===== config.mk =====
export PLATFORM = sky130hd
export DESIGN_NAME = pmicf_flags
export DESIGN_NICKNAME = d
export VERILOG_FILES = /design/src/pmicf_pkg.sv /design/src/pmicf_i2c_slave.sv /design/src/pmicf_flags.sv
export SDC_FILE = /design/constraint.sdc
export NUM_CORES = 1
export LEC_CHECK = 0
export BUFFER_PORTS_ARGS = -buffer_cell sky130_fd_sc_hd__buf_2
export CORE_MARGIN = 5
export CORE_UTILIZATION = 57
export CTS_BUF_LIST = sky130_fd_sc_hd__clkbuf_2
export CTS_CLUSTER_SIZE = 12
export DETAILED_ROUTE_END_ITERATION = 12
export GPL_ROUTABILITY_DRIVEN = 0
export HOLD_SLACK_MARGIN = 0.03
export PLACE_DENSITY = 0.79
export SLEW_MARGIN = 20
export SYNTH_ARGS = -nofsm -noshare
export SYNTH_HDL_FRONTEND = slang
export SYNTH_SLANG_ARGS = --single-unit

===== constraint.sdc =====
create_clock -name core_clk_i -period 3.5 [get_ports core_clk_i]
set_clock_uncertainty 0.05 [all_clocks]
set_input_delay 0.35 -clock core_clk_i [delete_from_list [all_inputs] [get_ports core_clk_i]]
set_output_delay 0.35 -clock core_clk_i [all_outputs]
set_load 0.02 [all_outputs]

===== src/pmicf_pkg.sv =====
// constants and types shared by the interrupt flag block and its serial slave
package pmicf_pkg;

    // serial slave address: 0xC0 write, 0xC1 read
    localparam logic [6:0] PMICF_DEV_ADDR      = 7'h60;

    // register offsets
    localparam logic [7:0] PMICF_ADDR_SOURCE   = 8'h00;
    localparam logic [7:0] PMICF_ADDR_THERMAL  = 8'h01;
    localparam logic [7:0] PMICF_ADDR_REG_LOW  = 8'h02;
    localparam logic [7:0] PMICF_ADDR_REG_HIGH = 8'h03;
    localparam logic [7:0] PMICF_ADDR_UPDOWN   = 8'h04;
    localparam logic [7:0] PMICF_ADDR_THM_MASK = 8'h06;
    localparam logic [7:0] PMICF_ADDR_RL_MASK  = 8'h07;
    localparam logic [7:0] PMICF_ADDR_RH_MASK  = 8'h08;
    localparam logic [7:0] PMICF_ADDR_UD_MASK  = 8'h09;

    // reset values
    localparam logic [7:0] PMICF_FLAG_RESET    = 8'h00;
    localparam logic [7:0] PMICF_THM_MASK_RST  = 8'h03;
    localparam logic [7:0] PMICF_REG_MASK_RST  = 8'hFF;
    localparam logic [7:0] PMICF_UD_MASK_RST   = 8'h07;

    // implemented bits of the narrow registers, the rest read as zero
    localparam logic [7:0] PMICF_THM_FIELD     = 8'h03;
    localparam logic [7:0] PMICF_UD_FIELD      = 8'h07;

    // bit positions
    localparam int PMICF_SRC_THERMAL_BIT = 0;
    localparam int PMICF_SRC_REG_BIT     = 1;
    localparam int PMICF_SRC_UPDOWN_BIT  = 2;
    localparam int PMICF_THM_CRIT_BIT    = 0;
    localparam int PMICF_THM_WARN_BIT    = 1;
    localparam int PMICF_STEP_DOWN_BIT   = 7;
    localparam int PMICF_UD_OCP_BIT      = 0;
    localparam int PMICF_UD_OVP_BIT      = 1;
    localparam int PMICF_UD_PG_BIT       = 2;

    // linear regulators in the low flag register, and in total
    localparam int PMICF_LINEAR_LOW      = 8;
    localparam int PMICF_LINEAR_COUNT    = 15;

    localparam logic [3:0] PMICF_LAST_BIT = 4'h7;

    typedef enum logic [2:0] {
        PMICF_IDLE,
        PMICF_ADDR,
        PMICF_ADDR_ACK,
        PMICF_WRITE,
        PMICF_WRITE_ACK,
        PMICF_READ,
        PMICF_READ_ACK
    } pmicf_i2c_state_t;

endpackage


===== src/pmicf_i2c_slave.sv =====
// two-wire serial slave: byte pointer, register writes and reads
`timescale 1ns/1ns
module pmicf_i2c_slave #(
    parameter logic [6:0] DEV_ADDR = pmicf_pkg::PMICF_DEV_ADDR
) (
    input  wire logic       core_clk_i,
    input  wire logic       rst_i,
    input  wire logic       scl_i,
    input  wire logic       sda_i,
    output logic            sda_o,
    output logic            sda_oe_o,
    output logic            wr_en_o,
    output logic [7:0]      wr_addr_o,
    output logic [7:0]      wr_data_o,
    output logic            rd_en_o,
    output logic [7:0]      rd_addr_o,
    input  wire logic [7:0] rd_data_i
);
    import pmicf_pkg::*;

    // elaboration check: the general call address cannot be claimed
    if (DEV_ADDR == 7'h00)
    begin : g_bad_addr
        $error("general call address cannot be the slave address");
    end

    pmicf_i2c_state_t state_q;
    logic       scl_q;
    logic       sda_q;
    logic [3:0] cnt_q;
    logic [7:0] shift_q;
    logic [7:0] ptr_q;
    logic       rw_q;
    logic       first_q;
    logic       ack_q;
    logic       oe_q;
    logic       scl_rise;
    logic       scl_fall;
    logic       start_det;
    logic       stop_det;
    logic       load;

    assign scl_rise  = scl_i & ~scl_q;
    assign scl_fall  = ~scl_i & scl_q;
    assign start_det = scl_i & scl_q & sda_q & ~sda_i;
    assign stop_det  = scl_i & scl_q & ~sda_q & sda_i;
    // a new byte is fetched after address ack for reads and after a host ack
    assign load      = scl_fall & ((state_q == PMICF_ADDR_ACK & rw_q) | (state_q == PMICF_READ_ACK & ack_q));

    assign sda_o     = 1'b0;
    assign sda_oe_o  = oe_q;
    assign rd_en_o   = load;
    assign rd_addr_o = ptr_q;

    // ***********************************
    // line sampling
    // ***********************************
    always_ff @(posedge core_clk_i or posedge rst_i)
    begin
        if (rst_i)
        begin
            scl_q <= 1'b1;
            sda_q <= 1'b1;
        end
        else
        begin
            scl_q <= scl_i;
            sda_q <= sda_i;
        end
    end

    // ***********************************
    // protocol sequencer
    // ***********************************
    always_ff @(posedge core_clk_i or posedge rst_i)
    begin
        if (rst_i)
        begin
            state_q   <= PMICF_IDLE;
            cnt_q     <= 4'h0;
            shift_q   <= 8'h00;
            ptr_q     <= 8'h00;
            rw_q      <= 1'b0;
            first_q   <= 1'b0;
            ack_q     <= 1'b0;
            oe_q      <= 1'b0;
            wr_en_o   <= 1'b0;
            wr_addr_o <= 8'h00;
            wr_data_o <= 8'h00;
        end
        else
        begin
            wr_en_o <= 1'b0;
            if (start_det)
            begin
                state_q <= PMICF_ADDR;
                cnt_q   <= 4'h0;
                oe_q    <= 1'b0;
            end
            else if (stop_det)
            begin
                state_q <= PMICF_IDLE;
                oe_q    <= 1'b0;
            end
            else if (load)
            begin
                shift_q <= rd_data_i;
                ptr_q   <= ptr_q + 8'h01;
                cnt_q   <= 4'h0;
                oe_q    <= ~rd_data_i[7];
                state_q <= PMICF_READ;
            end
            else
            begin
                case (state_q)
                    PMICF_ADDR, PMICF_WRITE:
                    begin
                        if (scl_rise)
                        begin
                            shift_q <= {shift_q[6:0], sda_i};
                            cnt_q   <= cnt_q + 4'h1;
                        end
                        else if (scl_fall && cnt_q == PMICF_LAST_BIT + 4'h1)
                        begin
                            cnt_q <= 4'h0;
                            if (state_q == PMICF_ADDR)
                            begin
                                if (shift_q[7:1] == DEV_ADDR)
                                begin
                                    oe_q    <= 1'b1;
                                    rw_q    <= shift_q[0];
                                    first_q <= ~shift_q[0];
                                    state_q <= PMICF_ADDR_ACK;
                                end
                                else
                                    state_q <= PMICF_IDLE;
                            end
                            else
                            begin
                                oe_q    <= 1'b1;
                                state_q <= PMICF_WRITE_ACK;
                                first_q <= 1'b0;
                                if (first_q)
                                    ptr_q <= shift_q;
                                else
                                begin
                                    wr_en_o   <= 1'b1;
                                    wr_addr_o <= ptr_q;
                                    wr_data_o <= shift_q;
                                    ptr_q     <= ptr_q + 8'h01;
                                end
                            end
                        end
                    end
                    PMICF_ADDR_ACK, PMICF_WRITE_ACK:
                    begin
                        if (scl_fall)
                        begin
                            oe_q    <= 1'b0;
                            state_q <= PMICF_WRITE;
                        end
                    end
                    PMICF_READ:
                    begin
                        if (scl_fall)
                        begin
                            shift_q <= {shift_q[6:0], 1'b0};
                            cnt_q   <= cnt_q + 4'h1;
                            if (cnt_q == PMICF_LAST_BIT)
                            begin
                                oe_q    <= 1'b0;
                                state_q <= PMICF_READ_ACK;
                            end
                            else
                                oe_q <= ~shift_q[6];
                        end
                    end
                    PMICF_READ_ACK:
                    begin
                        if (scl_rise)
                            ack_q <= ~sda_i;
                        else if (scl_fall)
                            state_q <= PMICF_IDLE;
                    end
                    default:
                    begin
                        oe_q <= 1'b0;
                    end
                endcase
            end
        end
    end
endmodule


===== src/pmicf_flags.sv =====
// interrupt flag registers of the power manager behind the serial slave
`timescale 1ns/1ns

module pmicf_flags (
    input  wire logic                                    core_clk_i,
    input  wire logic                                    rst_i,
    input  wire logic                                    scl_i,
    input  wire logic                                    sda_i,
    output logic                                         sda_o,
    output logic                                         sda_oe_o,
    input  wire logic                                    over_temp_warning_i,
    input  wire logic                                    over_temp_critical_i,
    input  wire logic [pmicf_pkg::PMICF_LINEAR_COUNT-1:0] linear_reg_power_good_i,
    input  wire logic                                    step_down_power_good_i,
    input  wire logic                                    updown_power_good_i,
    input  wire logic                                    updown_overvoltage_i,
    input  wire logic                                    updown_overcurrent_i,
    output logic [7:0]                                   interrupt_source_summary_o
);
    import pmicf_pkg::*;

    logic [7:0] thermal_q;
    logic [7:0] reg_low_q;
    logic [7:0] reg_high_q;
    logic [7:0] updown_q;
    logic [7:0] thm_mask_q;
    logic [7:0] rl_mask_q;
    logic [7:0] rh_mask_q;
    logic [7:0] ud_mask_q;
    logic [7:0] summary_q;
    logic [7:0] thermal_in;
    logic [7:0] reg_low_in;
    logic [7:0] reg_high_in;
    logic [7:0] updown_in;
    logic [7:0] thermal_prev_q;
    logic [7:0] reg_low_prev_q;
    logic [7:0] reg_high_prev_q;
    logic [7:0] updown_prev_q;
    logic       wr_en;
    logic [7:0] wr_addr;
    logic [7:0] wr_data;
    logic       rd_en;
    logic [7:0] rd_addr;
    logic [7:0] rd_data;

    // ***********************************
    // helpers
    // ***********************************
    function automatic logic [7:0] rise(input logic [7:0] cur, input logic [7:0] prev);
        rise = cur & ~prev;
    endfunction

    // set wins over the read clear in the same cycle
    function automatic logic [7:0] next_flags(input logic [7:0] flags, input logic [7:0] set,
                                              input logic clr);
        next_flags = (clr ? 8'h00 : flags) | set;
    endfunction

    function automatic logic any_unmasked(input logic [7:0] flags, input logic [7:0] mask);
        any_unmasked = |(flags & ~mask);
    endfunction

    // ***********************************
    // event inputs placed at their flag bits
    // ***********************************
    always_comb
    begin
        thermal_in = 8'h00;
        updown_in  = 8'h00;
        thermal_in[PMICF_THM_WARN_BIT] = over_temp_warning_i;
        thermal_in[PMICF_THM_CRIT_BIT] = over_temp_critical_i;
        reg_low_in = linear_reg_power_good_i[PMICF_LINEAR_LOW-1:0];
        reg_high_in = {step_down_power_good_i,
                       linear_reg_power_good_i[PMICF_LINEAR_COUNT-1:PMICF_LINEAR_LOW]};
        updown_in[PMICF_UD_OCP_BIT] = updown_overcurrent_i;
        updown_in[PMICF_UD_OVP_BIT] = updown_overvoltage_i;
        updown_in[PMICF_UD_PG_BIT]  = updown_power_good_i;
    end

    // ***********************************
    // serial slave
    // ***********************************
    pmicf_i2c_slave #(
        .DEV_ADDR   (PMICF_DEV_ADDR)
    ) u_slave (
        .core_clk_i (core_clk_i),
        .rst_i      (rst_i),
        .scl_i      (scl_i),
        .sda_i      (sda_i),
        .sda_o      (sda_o),
        .sda_oe_o   (sda_oe_o),
        .wr_en_o    (wr_en),
        .wr_addr_o  (wr_addr),
        .wr_data_o  (wr_data),
        .rd_en_o    (rd_en),
        .rd_addr_o  (rd_addr),
        .rd_data_i  (rd_data)
    );

    // ***********************************
    // previous input levels for edge detection
    // ***********************************
    always_ff @(posedge core_clk_i or posedge rst_i)
    begin
        if (rst_i)
        begin
            thermal_prev_q  <= 8'h00;
            reg_low_prev_q  <= 8'h00;
            reg_high_prev_q <= 8'h00;
            updown_prev_q   <= 8'h00;
        end
        else
        begin
            thermal_prev_q  <= thermal_in;
            reg_low_prev_q  <= reg_low_in;
            reg_high_prev_q <= reg_high_in;
            updown_prev_q   <= updown_in;
        end
    end

    // ***********************************
    // event flags, cleared when read
    // ***********************************
    always_ff @(posedge core_clk_i or posedge rst_i)
    begin
        if (rst_i)
        begin
            thermal_q  <= PMICF_FLAG_RESET;
            reg_low_q  <= PMICF_FLAG_RESET;
            reg_high_q <= PMICF_FLAG_RESET;
            updown_q   <= PMICF_FLAG_RESET;
        end
        else
        begin
            thermal_q  <= next_flags(thermal_q, rise(thermal_in, thermal_prev_q),
                                     rd_en && rd_addr == PMICF_ADDR_THERMAL);
            reg_low_q  <= next_flags(reg_low_q, rise(reg_low_in, reg_low_prev_q),
                                     rd_en && rd_addr == PMICF_ADDR_REG_LOW);
            reg_high_q <= next_flags(reg_high_q, rise(reg_high_in, reg_high_prev_q),
                                     rd_en && rd_addr == PMICF_ADDR_REG_HIGH);
            updown_q   <= next_flags(updown_q, rise(updown_in, updown_prev_q),
                                     rd_en && rd_addr == PMICF_ADDR_UPDOWN);
        end
    end

    // ***********************************
    // mask registers, written by the host
    // ***********************************
    always_ff @(posedge core_clk_i or posedge rst_i)
    begin
        if (rst_i)
        begin
            thm_mask_q <= PMICF_THM_MASK_RST;
            rl_mask_q  <= PMICF_REG_MASK_RST;
            rh_mask_q  <= PMICF_REG_MASK_RST;
            ud_mask_q  <= PMICF_UD_MASK_RST;
        end
        else if (wr_en)
        begin
            case (wr_addr)
                PMICF_ADDR_THM_MASK: thm_mask_q <= wr_data & PMICF_THM_FIELD;
                PMICF_ADDR_RL_MASK:  rl_mask_q  <= wr_data;
                PMICF_ADDR_RH_MASK:  rh_mask_q  <= wr_data;
                PMICF_ADDR_UD_MASK:  ud_mask_q  <= wr_data & PMICF_UD_FIELD;
                default:             thm_mask_q <= thm_mask_q;
            endcase
        end
    end

    // ***********************************
    // source summary
    // ***********************************
    always_ff @(posedge core_clk_i or posedge rst_i)
    begin
        if (rst_i)
            summary_q <= PMICF_FLAG_RESET;
        else
        begin
            summary_q <= 8'h00;
            summary_q[PMICF_SRC_THERMAL_BIT] <= any_unmasked(thermal_q, thm_mask_q);
            summary_q[PMICF_SRC_REG_BIT]     <= any_unmasked(reg_low_q, rl_mask_q)
                                              | any_unmasked(reg_high_q, rh_mask_q);
            summary_q[PMICF_SRC_UPDOWN_BIT]  <= any_unmasked(updown_q, ud_mask_q);
        end
    end

    assign interrupt_source_summary_o = summary_q;

    // ***********************************
    // read data; unmapped offsets read zero
    // ***********************************
    always_comb
    begin
        case (rd_addr)
            PMICF_ADDR_SOURCE:   rd_data = summary_q;
            PMICF_ADDR_THERMAL:  rd_data = thermal_q & PMICF_THM_FIELD;
            PMICF_ADDR_REG_LOW:  rd_data = reg_low_q;
            PMICF_ADDR_REG_HIGH: rd_data = reg_high_q;
            PMICF_ADDR_UPDOWN:   rd_data = updown_q & PMICF_UD_FIELD;
            PMICF_ADDR_THM_MASK: rd_data = thm_mask_q;
            PMICF_ADDR_RL_MASK:  rd_data = rl_mask_q;
            PMICF_ADDR_RH_MASK:  rd_data = rh_mask_q;
            PMICF_ADDR_UD_MASK:  rd_data = ud_mask_q;
            default:             rd_data = 8'h00;
        endcase
    end
endmodule


Word-level counts from Yosys, hierarchy flattened
Index checks and enable logic that the tools add are counted.
- register bits after elaboration: 123
- output and inout port bits: 10
- word-level logic and storage cells: 197
- reductions and logical operators: 30
- mux-type cells: 56
- $add $sub $neg: 2
- equality and inequality tests: 38
- bitwise gates (word level): 45
- operator list (operator ; count):
    $mux W8 ; 13
    $pmux W8 S9 ; 1
    $and A8 B8 Y8 ; 6
    $eq A8 B3 Y1 const B ; 5
    $mux W3 ; 11
    $eq A8 B4 Y1 const B ; 4
    $not A8 Y8 ; 4
    $or A8 B8 Y8 ; 4
    $reduce_or A8 Y1 ; 4
    $ne A5 B2 Y1 const B ; 6
    $mux W4 ; 6
    $reduce_and A8 Y1 ; 3
    $mux W1 ; 20
    $eq A8 B2 Y1 const B ; 2
    $not A2 Y8 ; 2
    $not A3 Y8 ; 2
    $pmux W8 S2 ; 1
    $not A1 Y1 ; 13
    $pmux W3 S4 ; 1
    $reduce_and A6 Y1 ; 2
    $and A1 B1 Y1 ; 10
    $ne A5 B5 Y1 const B ; 2
    $reduce_and A5 Y1 ; 2
    $eq A3 B3 Y1 const B ; 3
    29 further kinds ; 44

Longest topological paths before layout
Gate-level depths: netlist of run 1.
- depth in word-level cells: 9
- gate-level depth with buffers: 9

Hierarchy
A second synthesis of run 1 with hierarchy kept.
- cells, all modules: 511
- area, all modules: 5604.1 µm²
- modules (own cells, without submodules) (module ; area an instance (µm²) ; instances ; cells each):
    pmicf_flags ; 2984.1 ; 1 ; 248
    pmicf_i2c_slave ; 2620.0 ; 1 ; 263

Worst setup path before layout of run 1
Ideal clock, no wire load.
- path type: register to register
- start: reg u_slave.scl_q
- end: reg reg_low_q[0]
- setup time: 121 ps
- cell stages (with the launch flop): 8
- arrival time: 1876 ps
- slack: 1453 ps
- buffers on the path: 2
- path through: dfstp_2 nand2b_1 buf_2 or3_1 buf_2 nor4_4 nand2_2 a22o_1
- word-level cells in the longest chain between the ends: 5
- RTL lines (what ; line ; RTL):
    start: declaration ; pmicf_i2c_slave.sv:28 ; logic scl_q;
    start signal: assignment ; pmicf_i2c_slave.sv:67 ; scl_q <= scl_i;
    $and A1 B1 Y1 ; pmicf_i2c_slave.sv:44 ; assign scl_fall = ~scl_i & scl_q;
    $and A1 B1 Y1 ; pmicf_i2c_slave.sv:48 ; assign load = scl_fall & ((state_q == PMICF_ADDR_ACK & rw_q) | (state_q == PMICF_READ_ACK & ack_q));
    $logic_and A1 B1 Y1 ; pmicf_flags.sv:138 ; rd_en && rd_addr == PMICF_ADDR_REG_LOW);
    $mux W8 ; pmicf_flags.sv:56 ; next_flags = (clr ? 8'h00 : flags) | set;
    $or A8 B8 Y8 ; pmicf_flags.sv:56 ;
    end signal: assignment ; pmicf_flags.sv:137 ; reg_low_q <= next_flags(reg_low_q, rise(reg_low_in, reg_low_prev_q),
    end: declaration ; pmicf_flags.sv:23 ; logic [7:0] reg_low_q;
No other way between the ends.
A chain may end at the register's enable or synchronous reset.

Final worst setup path of run 1
- start: reg u_slave.state_q[2]
- end: reg u_slave.wr_addr_o[7]
- word-level cells in the longest chain between the ends: 6
- elaborated cells on any way between the ends: 12
- those cells by class: eq/ne (4); bitwise (6); reduce/logical (2)
- RTL lines (what ; line ; RTL):
    start: declaration ; pmicf_i2c_slave.sv:27 ; pmicf_i2c_state_t state_q;
    start signal: assignment ; pmicf_i2c_slave.sv:79 ; state_q <= PMICF_IDLE;
    start signal: assignment ; pmicf_i2c_slave.sv:96 ; state_q <= PMICF_ADDR;
    start signal: assignment ; pmicf_i2c_slave.sv:102 ; state_q <= PMICF_IDLE;
    $eq A3 B2 Y1 or $eq A3 B3 Y1 (tied branches) ; pmicf_i2c_slave.sv:48 ;
    $and A1 B1 Y1 ; pmicf_i2c_slave.sv:48 ;
    $or A1 B1 Y1 ; pmicf_i2c_slave.sv:48 ;
    $and A1 B1 Y1 ; pmicf_i2c_slave.sv:48 ;
    $not A1 Y1 (no source line) ; - ;
    $reduce_and A8 Y1 (no source line) * ; - ;
    end signal: assignment ; pmicf_i2c_slave.sv:148 ; wr_addr_o <= ptr_q;
    end: declaration ; pmicf_i2c_slave.sv:13 ; output logic [7:0] wr_addr_o,
Mark *: on every way between the ends. The rest lies on a longest branch, timed or not.

==> results.py, run 1 <==
metrics = {
    "drt": {
        "routed_length_per_instance_um": 18.3,
        "postRouteWirelength_um": 11900,
        "drt_drc_violations_left": 0,
        "vias": 3951,
        "drtPass1Iterations": 5,
        "drt-initial-drc-count": 193,
        "postRouteAntennaNets": 0,
        "vias_per_cell": 6.05,
    },
    "placed_design": {
        "post-dp-hpwl_um": 8230,
        "place.port_buffers": 28,
        "dp.cells": 613,
    },
    "power": {
        "power.switching_uw": 573,
        "p_clk_share_pct": 23.4,
        "comb_power_share_pct": 9.3,
        "internal-power_uw": 1560,
        "cellLeakagePower_uw": 0.00272,
        "netSwitchingFraction_pct": 26.9,
        "seq_power_share_pct": 67.3,
        "powerDensity_nw_per_um2": 365,
        "vdd.ir_drop.worst_uv": 267,
    },
    "floorplanning": {
        "die_area_um2": 11300,
        "start_util_pct": 57.8,
        "design.core.area_um2": 9150,
        "fp-row-count": 35,
        "floorplan.die.height_um": 106,
        "ios": 35,
        "chipWidth_um": 106,
    },
    "setup_path": {
        "critPathArrivalTime_ns": 3.01,
        "critical-path-max-stage-delay_ns": 0.63,
        "worst_setup_path_end_kind": "flop",
        "critPathSlowestCell": "sky130_fd_sc_hd__nand3b_1",
        "worstPathMaxFanout": 20,
        "cp_cell_sequence": "nand2b_1 > nor3_2 > nand3b_1 > mux2_2",
        "worst_ep_required_time_ns": 3.92,
        "critPathKind": "flop to flop",
        "setup.worst_path.start_class": "flop",
    },
    "global_routing": {
        "grt_first_pass_wirelength_um": 20200,
        "first_global_vias": 4033,
        "grt_overflow_total": 0,
        "largest_net_degree_at_the_start_of_global_routing": 58,
        "globalRouteTotalUtil_pct": 22.4,
        "antenna_found_initial": 0,
    },
    "cells_and_area": {
        "layout.nets": 568,
        "final_layout_size_suffix_gt1_share_pct": 22.3,
        "antenna-diode-count": 0,
        "areaGrowthSynthToFinish_pct": 10.2,
        "finalNonFillerCells": 653,
    },
    "clocking": {
        "clock_tree.htree_level_count": 3,
        "clock_net_sink_count": 112,
        "cts_tree": "yes",
        "clock_tree.buffer_depth": 2,
        "number_of_clock_buffers_inserted_by_tritoncts": 9,
        "path_clk_slew_ns": 0.28,
        "skew_pair_late_insertion_delay_ns": 0.57,
        "cts-root-buf": "sky130_fd_sc_hd__clkbuf_2",
    },
    "timing": {
        "setup-tns-final_ns": 0,
        "share_of_the_cycle_needed_by_the_critical_path_after_routing_pct": 74.0,
        "tightestPinTransition_ns": 0.907,
        "finalMaxSlewViolations": 0,
        "max_clock_freq_ghz": 0.386,
        "grt_setup_unrepaired": "no",
        "final_hold_viol_count": 0,
        "finalSetupViolations": 0,
        "period_needed_ns": 2.59,
        "worst_slew_margin_rel_pct": 39.4,
    },
    "logic_synthesis": {
        "postSynthRegisterBits": 112,
        "post_synthesis_cell_count": 493,
        "syn-mean-instance-area_um2": 10.7,
        "yosys_warnings": 0,
        "synth.cell_area_um2": 5290,
        "synth_edf_count": 0,
        "synth.distinct_cells": 61,
        "asyncSetResetFlopFracSynth_pct": 100,
        "yosys_most_used_dff": "sky130_fd_sc_hd__dfrtp_1",
        "sequential_element_share_of_the_synthesized_area_pct": 53.5,
    },
    "run_status": {
        "run_status": "complete, no violations",
    },
    "hold_path": {
        "min-delay-path-class": "primary input to async pin",
    },
    "run": {
        "cap_violations": 0,
    },
}
cells by family after synthesis:
kind of cell | after synthesis | share of synthesized area (%)
buffers and inverters | 79 | 6.15
AND/OR/NAND/NOR | 118 | 12.0
AO/OA/AOI/OAI | 130 | 17.0
adder cells (fa/ha/maj) | 6 | 1.42
XOR/XNOR | 2 | 0.331
flip-flops | 112 | 53.5
multiplexers | 45 | 9.48
other | 1 | 0.0709
cells in the final DEF (no fill, tap or decap), types with 4 or more instances in the layout:
master / count
sky130_fd_sc_hd__dfrtp_1: 89
sky130_fd_sc_hd__nand3_1: 11
sky130_fd_sc_hd__nand2_1: 34
sky130_fd_sc_hd__buf_4: 4
sky130_fd_sc_hd__conb_1: 6
sky130_fd_sc_hd__nand2b_1: 9
sky130_fd_sc_hd__dfstp_2: 23
sky130_fd_sc_hd__buf_2: 28
sky130_fd_sc_hd__o21ai_0: 26
sky130_fd_sc_hd__o22ai_1: 7
sky130_fd_sc_hd__mux2i_1: 4
sky130_fd_sc_hd__nand3b_1: 7
sky130_fd_sc_hd__a221oi_1: 7
sky130_fd_sc_hd__a22o_1: 18
sky130_fd_sc_hd__nor2_1: 18
sky130_fd_sc_hd__nor3_1: 6
sky130_fd_sc_hd__nand4_1: 4
sky130_fd_sc_hd__a31oi_1: 5
sky130_fd_sc_hd__ha_1: 6
sky130_fd_sc_hd__dlygate4sd3_1: 24
sky130_fd_sc_hd__a22oi_1: 12
sky130_fd_sc_hd__and3_1: 5
sky130_fd_sc_hd__mux2_2: 41
sky130_fd_sc_hd__a21oi_1: 23
sky130_fd_sc_hd__inv_1: 49
sky130_fd_sc_hd__clkbuf_2: 13
sky130_fd_sc_hd__o2bb2ai_1: 4
layer usage:
layer / track usage, % / part of all wire, % / up-vias
met3: 4.31 / 5.0 / 25
met2: 36.4 / 49 / 135
met1: 30.4 / 44 / 1952
met4: 7.59 / 1.8 / 0
li1: - / - / 1839
met5: 0 / 0 / -
what timing repair did:
action,CTS,global route
endpoints found under the hold margin,94,0
hold buffers,24,0
gates resized for setup,0,0
buffers inserted,0,0
worst paths after layout:
| kind | startpoint | end | slack (ns) | cells after the start |
|---|---|---|---|---|
| hold / removal | rst_i | reg_low_prev_q[6] | 0.34 | 3 |
| setup reg to reg | u_slave.state_q[2] | u_slave.wr_addr_o[7] | 0.91 | 4 |
| min in group core_clk_i | linear_reg_power_good_i[3] | reg_low_prev_q[3] | 0.36 | 2 |
| max in group asynchronous | rst_i | ud_mask_q[1] | 2.25 | 4 |
| setup / recovery | u_slave.state_q[2] | u_slave.wr_addr_o[7] | 0.91 | 4 |
| hold reg to reg | updown_prev_q[2] | updown_q[2] | 0.38 | 1 |
worst max-delay path: cells and delay by family (launching register included):
family / cells / cell delay (ns)
muxes: 1 / 0.51
DFF: 1 / 0.61
and+or+nand+nor: 3 / 1.30
power by group through the flow:
stage          sequential (uW)  combinational, uW  clock, uW
3_3_place_gp              1450                170          0
5_1_grt                   1440                225        573
2_1_floorplan             1420                132          0
6_report                  1430                198        499
3_5_place_dp              1450                178          0
4_1_cts                   1430                200        513
state kept, by name (all words and copies together) (netlist names), 2 cells and up:
name and cells:
updown_prev_q 3, reg_high_q 8, u_slave.wr_data_o 8, reg_low_prev_q 8
u_slave.state_q 3, thermal_q 2, reg_low_q 8, rh_mask_q 8
thermal_prev_q 2, u_slave.shift_q 8, u_slave.rd_addr_o 8, rl_mask_q 8
interrupt_source_summary_o 3, thm_mask_q 2, reg_high_prev_q 8, ud_mask_q 3
u_slave.cnt_q 4, updown_q 3, u_slave.wr_addr_o 8
metrics by stage:
stage / area (um2) / power (uW) / hold slack [ns] / setup slack (ns) / util, %
4_1_cts: 5830 / 2140 / 0.323 / 0.900 / 63.7
2_1_floorplan: 5310 / 1550 / 0.304 / 0.179 / -
6_report: 5830 / 2130 / 0.339 / 0.909 / 63.7
3_3_place_gp: 5500 / 1620 / 0.351 / 1.11 / 60.1
3_5_place_dp: 5500 / 1630 / 0.357 / 1.02 / 60.1
5_1_grt: 5830 / 2240 / 0.302 / 0.666 / 63.7
cells in the mapped netlist (3+ instances only):
library cell,count,area (um2)
sky130_fd_sc_hd__a21o_1,3,22.5
sky130_fd_sc_hd__a21oi_1,23,115
sky130_fd_sc_hd__a221oi_1,7,61.3
sky130_fd_sc_hd__a22o_1,18,158
sky130_fd_sc_hd__a22oi_1,12,90.1
sky130_fd_sc_hd__a31oi_1,5,31.3
sky130_fd_sc_hd__and3_1,5,31.3
sky130_fd_sc_hd__buf_2,5,25.0
sky130_fd_sc_hd__buf_4,6,45.0
sky130_fd_sc_hd__clkbuf_1,17,63.8
sky130_fd_sc_hd__dfrtp_1,89,2230
sky130_fd_sc_hd__dfstp_2,23,604
sky130_fd_sc_hd__ha_1,6,75.1
sky130_fd_sc_hd__inv_1,50,188
sky130_fd_sc_hd__mux2_2,41,462
sky130_fd_sc_hd__mux2i_1,4,40.0
sky130_fd_sc_hd__nand2_1,34,128
sky130_fd_sc_hd__nand2b_1,9,56.3
sky130_fd_sc_hd__nand3_1,11,55.1
sky130_fd_sc_hd__nand3b_1,7,52.6
sky130_fd_sc_hd__nand4_1,4,25.0
sky130_fd_sc_hd__nand4b_1,3,26.3
sky130_fd_sc_hd__nor2_1,18,67.6
sky130_fd_sc_hd__nor3_1,6,30.0
sky130_fd_sc_hd__o21ai_0,26,130
sky130_fd_sc_hd__o22a_1,3,26.3
sky130_fd_sc_hd__o22ai_1,7,43.8
sky130_fd_sc_hd__o2bb2ai_1,4,35.0
sky130_fd_sc_hd__o31ai_1,3,22.5
sky130_fd_sc_hd__or3_1,3,18.8
layout make-up:
cell class	count	area, um2
multi-input cells	307	2150
repair buffers	57	430
fillers	703	3320
well taps	111	139
clock buffers	13	65.1
clock inverters	3	20.0
inverters	50	190
flip-flops and latches	112	2830
Power figures use the tool's default switching activity.
==> run 2: changes to the inputs <==
--- a/config.mk
+++ b/config.mk
@@ -5,6 +5,7 @@
 export SDC_FILE = /design/constraint.sdc
 export NUM_CORES = 1
 export LEC_CHECK = 0
+export ABC_AREA = 1
 export BUFFER_PORTS_ARGS = -buffer_cell sky130_fd_sc_hd__buf_2
 export CORE_MARGIN = 5
 export CORE_UTILIZATION = 57
==> constraint.sdc (replaced) <==
create_clock -name core_clk_i -period 2.1 [get_ports core_clk_i]
set_clock_uncertainty 0.05 [all_clocks]
set_input_delay 0.21 -clock core_clk_i [delete_from_list [all_inputs] [get_ports core_clk_i]]
set_output_delay 0.21 -clock core_clk_i [all_outputs]
set_load 0.02 [all_outputs]
==> run 2 against run 1 <==
  * Via count grew 11%
  * Critical path depth grew 4
  * Register-to-register slack lost 0.86 ns
  * Critical endpoint is now u_slave.shift_q[7]
  * Cell count grew 23%
  * Sequential power grew 100%
  * Area after synthesis grew 0.35%
==> results.py, run 2 <==
metrics = {
    "setup_path": {
        "worst_setup_path_end_kind": "flop",
        "ff2ff_setup_slack_ns": 0.05,
        "register_to_register_path_depth": 8,
        "critPathArrivalTime_ns": 2.55,
        "regToRegStartpoint": "u_slave.rd_addr_o[0]",
        "regToRegEndpoint": "u_slave.shift_q[7]",
        "setup.worst_path.start_class": "flop",
        "worstPathMaxFanout": 5,
        "critPathKind": "flop to flop",
        "worst_ep_required_time_ns": 2.60,
    },
    "logic_synthesis": {
        "top_cell_type_by_total_area_after_synthesis": "sky130_fd_sc_hd__dfrtp_1",
        "netlist.area_leader.share_pct": 41.9,
        "postSynthRegisterBits": 112,
        "synth_edf_count": 0,
        "post_synth_main_area_contributors": "sky130_fd_sc_hd__dfrtp_1 42%, sky130_fd_sc_hd__dfstp_2 11%, sky130_fd_sc_hd__nand2_1 11%",
        "most_instantiated_library_cell_after_synthesis": "sky130_fd_sc_hd__nand2_1",
        "post_synthesis_cell_count": 634,
        "yosys_warnings": 0,
        "sequential_element_share_of_the_synthesized_area_pct": 53.3,
        "commonest_cells_in_the_netlist": "158 x sky130_fd_sc_hd__nand2_1, 89 x sky130_fd_sc_hd__dfrtp_1, 88 x sky130_fd_sc_hd__inv_1, 55 x sky130_fd_sc_hd__o21ai_0, 45 x sky130_fd_sc_hd__nor2_1",
        "yosys_most_used_dff": "sky130_fd_sc_hd__dfrtp_1",
        "synth.cell_area_um2": 5310,
        "synth.distinct_cells": 36,
        "syn-mean-instance-area_um2": 8.38,
        "asyncSetResetFlopFracSynth_pct": 100,
    },
    "clocking": {
        "clock_tree.htree_level_count": 3,
        "clock_net_sink_count": 112,
        "skew_pair_late_insertion_delay_ns": 0.63,
        "post-cts-setup-buffer-count": 0,
        "number_of_clock_buffers_inserted_by_tritoncts": 9,
        "clock_tree.buffer_depth": 2,
        "cts-root-buf": "sky130_fd_sc_hd__clkbuf_2",
        "cts_tree": "yes",
        "path_clk_slew_ns": 0.33,
    },
    "timing": {
        "period_needed_ns": 2.05,
        "final_hold_viol_count": 0,
        "max_clock_freq_ghz": 0.488,
        "worst_slew_margin_rel_pct": 62.5,
        "tightestPinTransition_ns": 0.562,
        "share_of_the_cycle_needed_by_the_critical_path_after_routing_pct": 97.5,
        "finalHoldWorstSlack_ns": 0.147,
        "setup-tns-final_ns": 0,
        "final.setup.worst_slack_ns": 0.0516,
        "finalSetupViolations": 0,
        "finalMaxSlewViolations": 0,
        "grt_setup_unrepaired": "yes",
    },
    "floorplanning": {
        "chipWidth_um": 107,
        "start_util_pct": 58.0,
        "ios": 35,
        "fp-row-count": 35,
        "design.core.area_um2": 9150,
        "floorplan.die.height_um": 107,
        "die_area_um2": 11300,
    },
    "global_routing": {
        "grt_first_pass_wirelength_um": 20200,
        "largest_net_degree_at_the_start_of_global_routing": 113,
        "antenna_found_initial": 0,
        "grt_overflow_total": 0,
        "globalRouteTotalUtil_pct": 22.4,
        "first_global_vias": 4317,
    },
    "power": {
        "powerDensity_nw_per_um2": 919,
        "p_clk_share_pct": 17.3,
        "power.switching_uw": 2100,
        "seq_power_share_pct": 53.6,
        "internal-power_uw": 3350,
        "vdd.ir_drop.worst_uv": 462,
        "comb_power_share_pct": 29.1,
        "power_uw": 5450,
        "cellLeakagePower_uw": 0.00292,
        "netSwitchingFraction_pct": 38.5,
    },
    "cells_and_area": {
        "final_common_cell": "sky130_fd_sc_hd__nand2_1",
        "finalNonFillerCells": 806,
        "antenna-diode-count": 0,
        "areaGrowthSynthToFinish_pct": 11.7,
        "final_layout_size_suffix_gt1_share_pct": 15.0,
        "most-common-layout-cells": "158 x sky130_fd_sc_hd__nand2_1, 89 x sky130_fd_sc_hd__dfrtp_1, 87 x sky130_fd_sc_hd__inv_1",
        "layout.nets": 721,
    },
    "drt": {
        "drt_drc_violations_left": 0,
        "postRouteAntennaNets": 0,
        "drt-initial-drc-count": 285,
        "postRouteWirelength_um": 11900,
        "vias": 4391,
        "routed_length_per_instance_um": 14.7,
        "drtPass1Iterations": 5,
        "vias_per_cell": 5.45,
    },
    "hold_path": {
        "hold-path-endpoint": "reg_low_prev_q[1]",
        "min-delay-path-class": "primary input to flop",
        "hold_path_depth": 2,
        "worst_hold_startpoint": "linear_reg_power_good_i[1]",
    },
    "placed_design": {
        "post-place-ws_ns": 0.0976,
        "place.port_buffers": 28,
        "dp.cells": 766,
        "post-dp-hpwl_um": 8630,
    },
    "run_status": {
        "run_status": "complete, no violations",
    },
    "run": {
        "cap_violations": 0,
    },
}
[run 2: changes by cell type after synthesis, sizes merged, moves of 19 or more]
cell | before | now
mux2 | 41 | 0
nor2 | 19 | 50
nand2 | 36 | 166
nand3 | 11 | 30
o21ai | 27 | 76
inv | 50 | 97
[run 2: power groups by stage]
stage / logic (uW) / clock network (uW) / registers, uW
detailed placement: 1520 / 0 / 2950
floorplan: 1190 / 0 / 2850
global placement: 1450 / 0 / 2940
finish: 1590 / 944 / 2920
CTS: 1550 / 976 / 2920
global route: 1810 / 1070 / 2970
[run 2: logic make-up (layout without fill, tap and decap cells)]
logic type / after synthesis / after routing / share of synthesized area, %
AOI/OAI and AO/OA: 126 / 126 / 13.2
buffers and inverters: 116 / 172 / 9.05
DFF: 112 / 112 / 53.3
xor gates and xnor gates: 5 / 5 / 0.825
other: 1 / 6 / 0.0706
adders and majority gates: 6 / 6 / 1.41
and+or+nand+nor: 268 / 268 / 22.1
[run 2: what timing repair did]
item                                    4_1_cts  5_1_grt
endpoints found under the setup margin        0       11
endpoints found under the hold margin       151        0
hold buffers                                 24        0
gates resized for setup                       0        4
[run 2: worst max path at each step]
stage	from	to	depth (start not counted)
detailed placement	u_slave.scl_q	reg_low_q[1]	6
floorplan	rst_i	interrupt_source_summary_o[0]	1
finish	u_slave.rd_addr_o[0]	u_slave.shift_q[7]	8
global placement	u_slave.rd_addr_o[0]	u_slave.sda_oe_o	9
CTS	u_slave.scl_q	u_slave.shift_q[6]	7
global route	u_slave.rd_addr_o[0]	u_slave.shift_q[7]	8
[run 2: through the flow]
| stage | utilization (%) | instance area, um2 |
|---|---|---|
| 2_1_floorplan | - | 5330 |
| 3_3_place_gp | 60.8 | 5560 |
| 3_5_place_dp | 60.8 | 5560 |
| 4_1_cts | 64.6 | 5910 |
| 5_1_grt | 64.8 | 5930 |
| 6_report | 64.8 | 5930 |
[run 2: layout make-up]
| cell class | count | area, um2 |
|---|---|---|
| Sequential cell | 112 | 2830 |
| Timing Repair Buffer | 59 | 445 |
| Clock inverter | 6 | 57.6 |
| Tap cell | 111 | 139 |
| Inverter | 97 | 368 |
| Fill cell | 766 | 3220 |
| Clock buffer | 10 | 50.0 |
| Multi-Input combinational cell | 411 | 2040 |
[run 2: critical path, cell delays in order (launching register included)]
cell                       delay (ns)
sky130_fd_sc_hd__dfrtp_1         0.48
sky130_fd_sc_hd__inv_1           0.15
sky130_fd_sc_hd__ha_1            0.25
sky130_fd_sc_hd__inv_1           0.14
sky130_fd_sc_hd__nor3_1          0.40
sky130_fd_sc_hd__nand2_1         0.10
sky130_fd_sc_hd__nand4_1         0.13
sky130_fd_sc_hd__nand2_1         0.12
sky130_fd_sc_hd__a21boi_1        0.15
[run 2: per-layer routing]
metal  wire [um]  global-route usage [%]
met1        5080                    28.8
met2        5860                    37.7
met3         631                    4.55
met4         312                    8.31
met5           0                       0
